===== src/shared/actd_pkg.sv =====
// Package: register map, reset values and divider constants for the aux clock / tone block
package actd_pkg;

  // Register addresses on the register port
  localparam logic [7:0] ADDR_AUX_CLOCK_CONFIG = 8'h03;
  localparam logic [7:0] ADDR_TONE_DIVIDER     = 8'h04;

  // Values after reset
  localparam logic [7:0] RST_AUX_CLOCK_CONFIG = 8'h2A;
  localparam logic [7:0] RST_TONE_DIVIDER     = 8'h8E;

  // Field positions inside the aux clock configuration register
  localparam int PSEL_MSB = 7;
  localparam int PSEL_LSB = 5;
  localparam int DIV_MSB  = 4;
  localparam int DIV_LSB  = 0;

  // Prescaler-select codes
  localparam logic [2:0] PSEL_PORT = 3'h0;
  localparam logic [2:0] PSEL_HF   = 3'h1;

  // Divider constants, in cycles of the vco clock
  localparam int SHARED_DIV      = 16;   // Common first stage
  localparam int HF_PRE_DIV      = 8;    // High-frequency fixed stage
  localparam int LF_PRE_DIV      = 128;  // Low-frequency fixed stage
  localparam int LF_DIV_OFFSET   = 32;   // Added to the divider field
  localparam int TONE_PRE_DIV    = 128;  // Tone fixed stage
  localparam int LF_MIN_PRESCALE = 64;   // Prescale of code 010

  // Half periods per prescale unit: vco cycles for the high-frequency path, shared-stage ticks for the others
  localparam int HF_HALF_MULT   = HF_PRE_DIV / 2;
  localparam int LF_HALF_MULT   = LF_PRE_DIV / (2 * SHARED_DIV);
  localparam int TONE_HALF_MULT = TONE_PRE_DIV / (2 * SHARED_DIV);

  // Counter widths
  localparam int SHARED_W = 4;
  localparam int HF_W     = 7;
  localparam int PRE_W    = 14;
  localparam int LFDIV_W  = 6;
  localparam int TONE_W   = 10;

  // Generator mode, one-hot
  typedef enum logic [2:0] {
    ACTD_MODE_PORT = 3'b001,
    ACTD_MODE_HF   = 3'b010,
    ACTD_MODE_LF   = 3'b100
  } actd_mode_e;

  // One register port request
  typedef struct packed {
    logic       wr;
    logic       rd;
    logic [7:0] addr;
    logic [7:0] wdata;
  } actd_req_s;

endpackage


===== src/logic/actd_top.sv =====
// Design: auxiliary clock generator and tone clock divider with its two registers
`timescale 1ns/1ps

module actd_top (
  input  wire logic               clock,
  input  wire logic               rst_n,
  input  wire actd_pkg::actd_req_s req,
  output logic [7:0]              rdata,
  output logic                    aux_clk_out,
  output logic                    tone_clk_out
);

  // Register contents and the fields decoded from them
  logic [7:0]                    aux_clock_config;
  logic [7:0]                    tone_divider;
  logic [2:0]                    psel;
  logic [4:0]                    div_field;
  actd_pkg::actd_mode_e          mode;

  // One-cycle restart strobes taken from the register port
  logic                          aux_restart;
  logic                          tone_restart;

  // Shared divide-by-16, the common first stage
  logic [actd_pkg::SHARED_W-1:0] shared_cnt;
  logic                          shared_tick;

  // High-frequency generator path
  logic [actd_pkg::HF_W-1:0]     hf_cnt;
  logic [actd_pkg::HF_W-1:0]     hf_half;
  logic                          hf_wrap;

  // Low-frequency generator path: prescaler stage, then the 32 + divider stage
  logic [actd_pkg::PRE_W-1:0]    pre_cnt;
  logic [actd_pkg::PRE_W-1:0]    pre_half;
  logic                          pre_tick;
  logic [actd_pkg::LFDIV_W-1:0]  lf_cnt;
  logic [actd_pkg::LFDIV_W-1:0]  lf_last;
  logic                          lf_wrap;

  // Tone path behind the shared stage
  logic [actd_pkg::TONE_W-1:0]   tone_cnt;
  logic [actd_pkg::TONE_W-1:0]   tone_half;

  // Field split of the config register
  // Both fields are live at once; the mode picks which of them matters
  assign psel      = aux_clock_config[actd_pkg::PSEL_MSB:actd_pkg::PSEL_LSB];
  assign div_field = aux_clock_config[actd_pkg::DIV_MSB:actd_pkg::DIV_LSB];

  // Mode decode from the prescaler select
  // Every code above 001 is a low-frequency range; the range only changes the prescale
  always_comb begin
    if (psel == actd_pkg::PSEL_PORT) begin
      mode = actd_pkg::ACTD_MODE_PORT;
    end else if (psel == actd_pkg::PSEL_HF) begin
      mode = actd_pkg::ACTD_MODE_HF;
    end else begin
      mode = actd_pkg::ACTD_MODE_LF;
    end
  end

  // Restart strobes; a read of the tone register counts as an access too
  // Reading the aux register leaves the aux clock running undisturbed
  assign aux_restart  = req.wr && (req.addr == actd_pkg::ADDR_AUX_CLOCK_CONFIG);
  assign tone_restart = (req.wr || req.rd) &&
                        (req.addr == actd_pkg::ADDR_TONE_DIVIDER);

  // Register writes
  // Unmapped addresses are ignored, so a stray write cannot disturb the generators
  always_ff @(posedge clock) begin
    if (!rst_n) begin
      aux_clock_config <= actd_pkg::RST_AUX_CLOCK_CONFIG;
      tone_divider     <= actd_pkg::RST_TONE_DIVIDER;
    end else if (req.wr) begin
      if (req.addr == actd_pkg::ADDR_AUX_CLOCK_CONFIG) begin
        aux_clock_config <= req.wdata;
      end else if (req.addr == actd_pkg::ADDR_TONE_DIVIDER) begin
        tone_divider <= req.wdata;
      end
    end
  end

  // Read data, one cycle after the read; other addresses read zero
  // Holding rdata between reads lets a slow bus decoder take it at leisure
  // Read data comes from a flip-flop, never straight from the address decode
  always_ff @(posedge clock) begin
    if (!rst_n) begin
      rdata <= 8'h00;
    end else if (req.rd) begin
      if (req.addr == actd_pkg::ADDR_AUX_CLOCK_CONFIG) begin
        rdata <= aux_clock_config;
      end else if (req.addr == actd_pkg::ADDR_TONE_DIVIDER) begin
        rdata <= tone_divider;
      end else begin
        rdata <= 8'h00;
      end
    end
  end

  // Shared divide-by-16; both the tone path and the low-frequency aux path hang off it
  // An aux write never clears it, so only a tone access moves the shared ticks that the low-frequency steps count
  assign shared_tick = (shared_cnt == actd_pkg::SHARED_W'(actd_pkg::SHARED_DIV - 1));
  always_ff @(posedge clock) begin
    if (!rst_n || tone_restart) begin
      shared_cnt <= '0;
    end else begin
      shared_cnt <= shared_cnt + 1'b1;
    end
  end

  // High-frequency half period: 4 * divider vco cycles gives an 8 * divider full period
  // The product stays below 128 because the divider field is at most 31
  assign hf_half = actd_pkg::HF_W'(actd_pkg::HF_HALF_MULT) *
                   actd_pkg::HF_W'(div_field);

  // End of a high-frequency half period, shared by the counter and the output
  assign hf_wrap = (hf_cnt >= hf_half - 1'b1);

  // Low-frequency half period: prescale * 4 shared ticks per prescaler step, then 32 + divider
  // The longest step is 8192 shared ticks, hence the 14-bit prescaler counter
  // A restart cannot align the step to the shared stage, so the first one may be 15 cycles short
  assign pre_half = actd_pkg::PRE_W'(actd_pkg::LF_HALF_MULT * actd_pkg::LF_MIN_PRESCALE)
                    << (psel - 3'h2);
  assign pre_tick = shared_tick && (pre_cnt == pre_half - 1'b1);
  assign lf_last  = actd_pkg::LFDIV_W'(actd_pkg::LF_DIV_OFFSET) + actd_pkg::LFDIV_W'(div_field)
                    - 1'b1;
  assign lf_wrap  = pre_tick && (lf_cnt == lf_last);

  // High-frequency counter; a zero divider holds the output low rather than run away
  // Held at zero outside its mode, so entering it always starts a full half period
  always_ff @(posedge clock) begin
    if (!rst_n || aux_restart || mode != actd_pkg::ACTD_MODE_HF) begin
      hf_cnt <= '0;
    end else if (hf_wrap) begin
      hf_cnt <= '0;
    end else begin
      hf_cnt <= hf_cnt + 1'b1;
    end
  end

  // Low-frequency prescaler stage, stepping on shared ticks
  // Held at zero outside its mode, like the high-frequency counter
  always_ff @(posedge clock) begin
    if (!rst_n || aux_restart || mode != actd_pkg::ACTD_MODE_LF) begin
      pre_cnt <= '0;
    end else if (pre_tick) begin
      pre_cnt <= '0;
    end else if (shared_tick) begin
      pre_cnt <= pre_cnt + 1'b1;
    end
  end

  // Low-frequency programmable divider, 32 + divider prescaler steps per half period
  // Its last count is at most 62, so six bits never overflow
  always_ff @(posedge clock) begin
    if (!rst_n || aux_restart || mode != actd_pkg::ACTD_MODE_LF) begin
      lf_cnt <= '0;
    end else if (pre_tick) begin
      lf_cnt <= (lf_cnt == lf_last) ? '0 : lf_cnt + 1'b1;
    end
  end

  // Aux output: toggling at each half period keeps high and low equal
  // A restart parks the output low for one cycle before a new port level shows
  // In port mode the level follows bit 0 one cycle after the register takes it
  always_ff @(posedge clock) begin
    if (!rst_n || aux_restart) begin
      aux_clk_out <= 1'b0;
    end else begin
      case (mode)
        actd_pkg::ACTD_MODE_PORT: begin
          aux_clk_out <= aux_clock_config[0];
        end
        actd_pkg::ACTD_MODE_HF: begin
          if (div_field == 5'h00) begin
            aux_clk_out <= 1'b0;
          end else if (hf_wrap) begin
            aux_clk_out <= ~aux_clk_out;
          end
        end
        default: begin
          if (lf_wrap) begin
            aux_clk_out <= ~aux_clk_out;
          end
        end
      endcase
    end
  end

  // Tone half period: 4 * R shared ticks, so a full period of 128 * R vco cycles
  // The largest setting gives 1020 ticks, which fits the 10-bit counter
  assign tone_half = actd_pkg::TONE_W'(actd_pkg::TONE_HALF_MULT) *
                     actd_pkg::TONE_W'(tone_divider);

  // Tone divider; a zero setting holds the tone low
  // Without that guard a zero setting would wrap the counter into a 1024-tick half period
  // The first toggle after a restart lands 64 times the setting cycles later
  always_ff @(posedge clock) begin
    if (!rst_n || tone_restart) begin
      tone_cnt     <= '0;
      tone_clk_out <= 1'b0;
    end else if (tone_divider == 8'h00) begin
      tone_cnt     <= '0;
      tone_clk_out <= 1'b0;
    end else if (shared_tick) begin
      if (tone_cnt == tone_half - 1'b1) begin
        tone_cnt     <= '0;
        tone_clk_out <= ~tone_clk_out;
      end else begin
        tone_cnt <= tone_cnt + 1'b1;
      end
    end
  end

endmodule


===== config.mk =====
export PLATFORM = sky130hd
export DESIGN_NAME = actd_top
export DESIGN_NICKNAME = d
export VERILOG_FILES = /design/src/shared/actd_pkg.sv /design/src/logic/actd_top.sv
export SDC_FILE = /design/constraint.sdc
export NUM_CORES = 1
export LEC_CHECK = 0
export ABC_AREA = 1
export BUFFER_PORTS_ARGS = -buffer_cell sky130_fd_sc_hd__buf_2
export CORE_MARGIN = 8
export CORE_UTILIZATION = 50
export CTS_CLUSTER_SIZE = 8
export DETAILED_ROUTE_END_ITERATION = 12
export PLACE_DENSITY = 0.79
export SETUP_SLACK_MARGIN = 0.05
export SYNTH_ARGS = -nofsm -noshare
export SYNTH_HDL_FRONTEND = slang
export SYNTH_SLANG_ARGS = --single-unit

===== constraint.sdc =====
create_clock -name clock -period 4.7 [get_ports clock]
set_clock_uncertainty 0.1 [all_clocks]
set_input_delay 0.94 -clock clock [delete_from_list [all_inputs] [get_ports clock]]
set_output_delay 0.94 -clock clock [all_outputs]
set_load 0.02 [all_outputs]

==> results.sh <==
export IMPL_ff2ff_setup_slack_ns=2.07
export IMPL_crit_arrival_ns=2.80
export IMPL_status="finished clean"
export IMPL_io_pin_count=30
export IMPL_gp_congestion=0.830
export IMPL_dieArea_um2=10200
export IMPL_dpl_hpwl_mm=6.10
export IMPL_wl_mm=7.95
export IMPL_area_growth_pct=12.5
export IMPL_numCtsBuffers=9
export IMPL_drv_cap=0
export IMPL_cp_startpoint="aux_clock_config[0]$_SDFFE_PN0P_"
export IMPL_synth_seq_cells=67
export IMPL_grt_total_usage_pct=16.8
export IMPL_cts_repair_resize_count=0
export IMPL_dieHeight_um=101
export IMPL_rsz0062_at_grt="no"
export IMPL_grt_pass1_vias=3187
export IMPL_syn_nets=512
export IMPL_drt_first_pass_iters=4
export IMPL_synth_cells=480
export IMPL_synthArstFlopShare_pct=0
export IMPL_design_area_um2=4090
export IMPL_synth_main_ff_cell="dfxtp_1"
export IMPL_clock_sinks=67
export IMPL_cts_hold_buf=0
export IMPL_nets=545
export IMPL_syn_area_per_cell_um2=7.57
export IMPL_tightest_slew_ns=0.410
export IMPL_cts_setup_buffers=0
export IMPL_syn_cell_area_um2=3630
export IMPL_cp_required_ns=4.87
export IMPL_worstReg2RegEnd="hf_cnt[2]$_SDFF_PP0_"
export IMPL_port_buffers=29
export IMPL_clock_path_buffers=2
export IMPL_core_area_um2=7140
export IMPL_viasPerCell=5.20
export IMPL_r2r_start="aux_clock_config[0]$_SDFFE_PN0P_"
export IMPL_period_share_pct=56.0
export IMPL_grt_ovfl_total=0
export IMPL_clock_latency_ns=0.34
export IMPL_endpoint="hf_cnt[2]$_SDFF_PP0_"
export IMPL_grt_max_degree=24
export IMPL_power_density_nw_per_um2=288
export IMPL_place_area_um2=3860
export IMPL_cts_tree="yes"
export IMPL_worstPathMaxFanout=7
export IMPL_ys_seq_area_share_pct=36.9
export IMPL_remaining_drc_errors=0
export IMPL_drv_slew=0
export IMPL_hold_class="flop to flop"
export IMPL_grt_first_pass_wirelength_mm=14.0
export IMPL_drtIter0Drc=239
export IMPL_irDropWorstVdd_uv=205
export IMPL_num_vias=3206
export IMPL_synth_warnings=0
export IMPL_ant_nets=0
export IMPL_ctsRootBufferMaster="clkbuf_8"
export IMPL_fmax_mhz=380
export IMPL_start_util_pct=50.9
export IMPL_max_slew_margin_pct=72.5
export IMPL_fin_setup_tns_ns=0
export IMPL_layout_min_cycle_time_ns=2.63
export IMPL_n_antenna_cell=0
export IMPL_crit_type="flop to flop"
export IMPL_hold_viol=0
export IMPL_synth_edff_count=0
export IMPL_drive_above_1_share_pct=14.1
export IMPL_die_width_um=101
export IMPL_wl_per_cell_um=12.9
export IMPL_path_clk_slew_ns=0.07
export IMPL_leakagePower_nw=1.67
export IMPL_cp_end_kind="flop"
export IMPL_rows=31
export IMPL_setup_viol=0
export IMPL_worst_r2r_path_depth=10
export IMPL_synth_distinct_cells=40
export IMPL_antenna_found_initial=0
export IMPL_crit_path_start_kind="flop"
export IMPL_htree_levels=3
## layout by cell type (no fill, tap or decap), types with 3 or more instances in the layout
cell type and n:
dfxtp_1 67, nor2_4 4, a21oi_1 19, nand3_1 34
o21ai_0 11, buf_2 29, nand2_1 87, nand2_4 3
nor3_1 9, o211ai_1 12, xor2_1 28, nor2_1 64
xnor2_1 8, nand2_2 4, o221ai_1 5, ha_1 12
a31oi_1 5, or2_2 3, nand3b_1 3, nand3_2 3
nand4_1 12, inv_1 55, a211oi_1 4, clkbuf_8 11
## cells in the mapped netlist, types with 2 or more instances
master	count	area, µm²
a31oi_1	5	31.3
nand2_1	87	327
nor3_1	9	45.0
nor2_1	64	240
or2_2	3	18.8
xor2_1	28	245
xnor3_1	2	45.0
nor3b_2	2	25.0
nand4_1	12	75.1
nor2_2	2	12.5
nor2_4	4	45.0
nand3_2	3	30.0
inv_1	55	206
xnor2_1	8	70.1
nand3b_1	3	22.5
inv_2	2	7.51
clkbuf_1	5	18.8
nand2_4	3	33.8
ha_1	12	150
o221ai_1	5	43.8
o21ai_1	2	10.0
o211ai_1	12	90.1
a211oi_1	4	30.0
nand2_2	4	25.0
buf_6	2	22.5
nand3_1	34	170
dfxtp_1	67	1340
a21oi_1	19	95.1
o21ai_0	11	55.1
## critical path, stage by stage (launching register included)
cell and delay [ns]:
dfxtp_1 0.43, inv_1 0.17, ha_1 0.29, nand2_1 0.12, nand2_1 0.10, ha_1 0.32, a21oi_1 0.15, o21ai_0 0.10
a21oi_1 0.20, nand4_1 0.32, nor3b_1 0.26
## per-layer routing
layer	track usage, %	part of all wire [%]	up-vias
met4	5.27	1.3	0
li1	-	-	1652
met1	19.2	45	1494
met2	29.8	50	50
met5	0	0	-
met3	4.05	3.9	10
## cell type report
type | instances | area [µm²]
timing repair buffer | 29 | 145
multi-input combinational | 347 | 2030
sequential | 67 | 1340
inverter | 59 | 224
clock buffer | 12 | 155
clock inverter | 4 | 72.6
fill | 696 | 3050
tap | 99 | 124
## flip-flops by register name, indices dropped and copies added (netlist names), 4 cells and up
name	flops
aux_clock_config	8
rdata	8
tone_cnt	10
hf_cnt	7
tone_divider	8
shared_cnt	4
pre_cnt	14
lf_cnt	6
## worst min path at each step
stage,from,to,slack [ns],cells past startpoint
final,shared_cnt[0]$_SDFF_PP0_,shared_cnt[0]$_SDFF_PP0_,0.35,1
after global routing,shared_cnt[0]$_SDFF_PP0_,shared_cnt[0]$_SDFF_PP0_,0.37,1
after global placement,shared_cnt[0]$_SDFF_PP0_,shared_cnt[0]$_SDFF_PP0_,0.33,1
after CTS,shared_cnt[0]$_SDFF_PP0_,shared_cnt[0]$_SDFF_PP0_,0.36,1
after floorplan,shared_cnt[0]$_SDFF_PP0_,shared_cnt[0]$_SDFF_PP0_,0.32,1
after detailed placement,shared_cnt[0]$_SDFF_PP0_,shared_cnt[0]$_SDFF_PP0_,0.35,1
## stage by stage
| stage | hold slack, ns | util, % | setup slack [ns] | cells | total power, mW |
|---|---|---|---|---|---|
| 4_1_cts | 0.357 | 57.3 | 2.07 | 617 | 1.18 |
| 3_3_place_gp | 0.334 | 54.1 | 2.13 | 601 | 0.642 |
| 6_report | 0.353 | 57.3 | 2.07 | 617 | 1.18 |
| 3_5_place_dp | 0.348 | 54.1 | 2.07 | 601 | 0.643 |
| 5_1_grt | 0.369 | 57.3 | 1.86 | 617 | 1.22 |
| 2_1_floorplan | 0.318 | - | 2.58 | 480 | 0.622 |
## report_power, final
| part | switching, mW | internal [mW] | total [mW] |
|---|---|---|---|
| Clock | 0.220 | 0.327 | 0.547 |
| Sequential | 0.00583 | 0.576 | 0.582 |
| Combinational | 0.0307 | 0.0183 | 0.0490 |
## cell families (layout without fill, tap and decap cells)
group | Yosys count | after routing | synth area share, %
xor+xnor | 38 | 38 | 9.92
flops | 67 | 67 | 36.9
fa+ha+maj | 12 | 12 | 4.13
compound gates | 62 | 62 | 10.8
simple gates | 235 | 235 | 30.9
buf+inv | 66 | 104 | 7.30
Power figures use the tool's default switching activity.
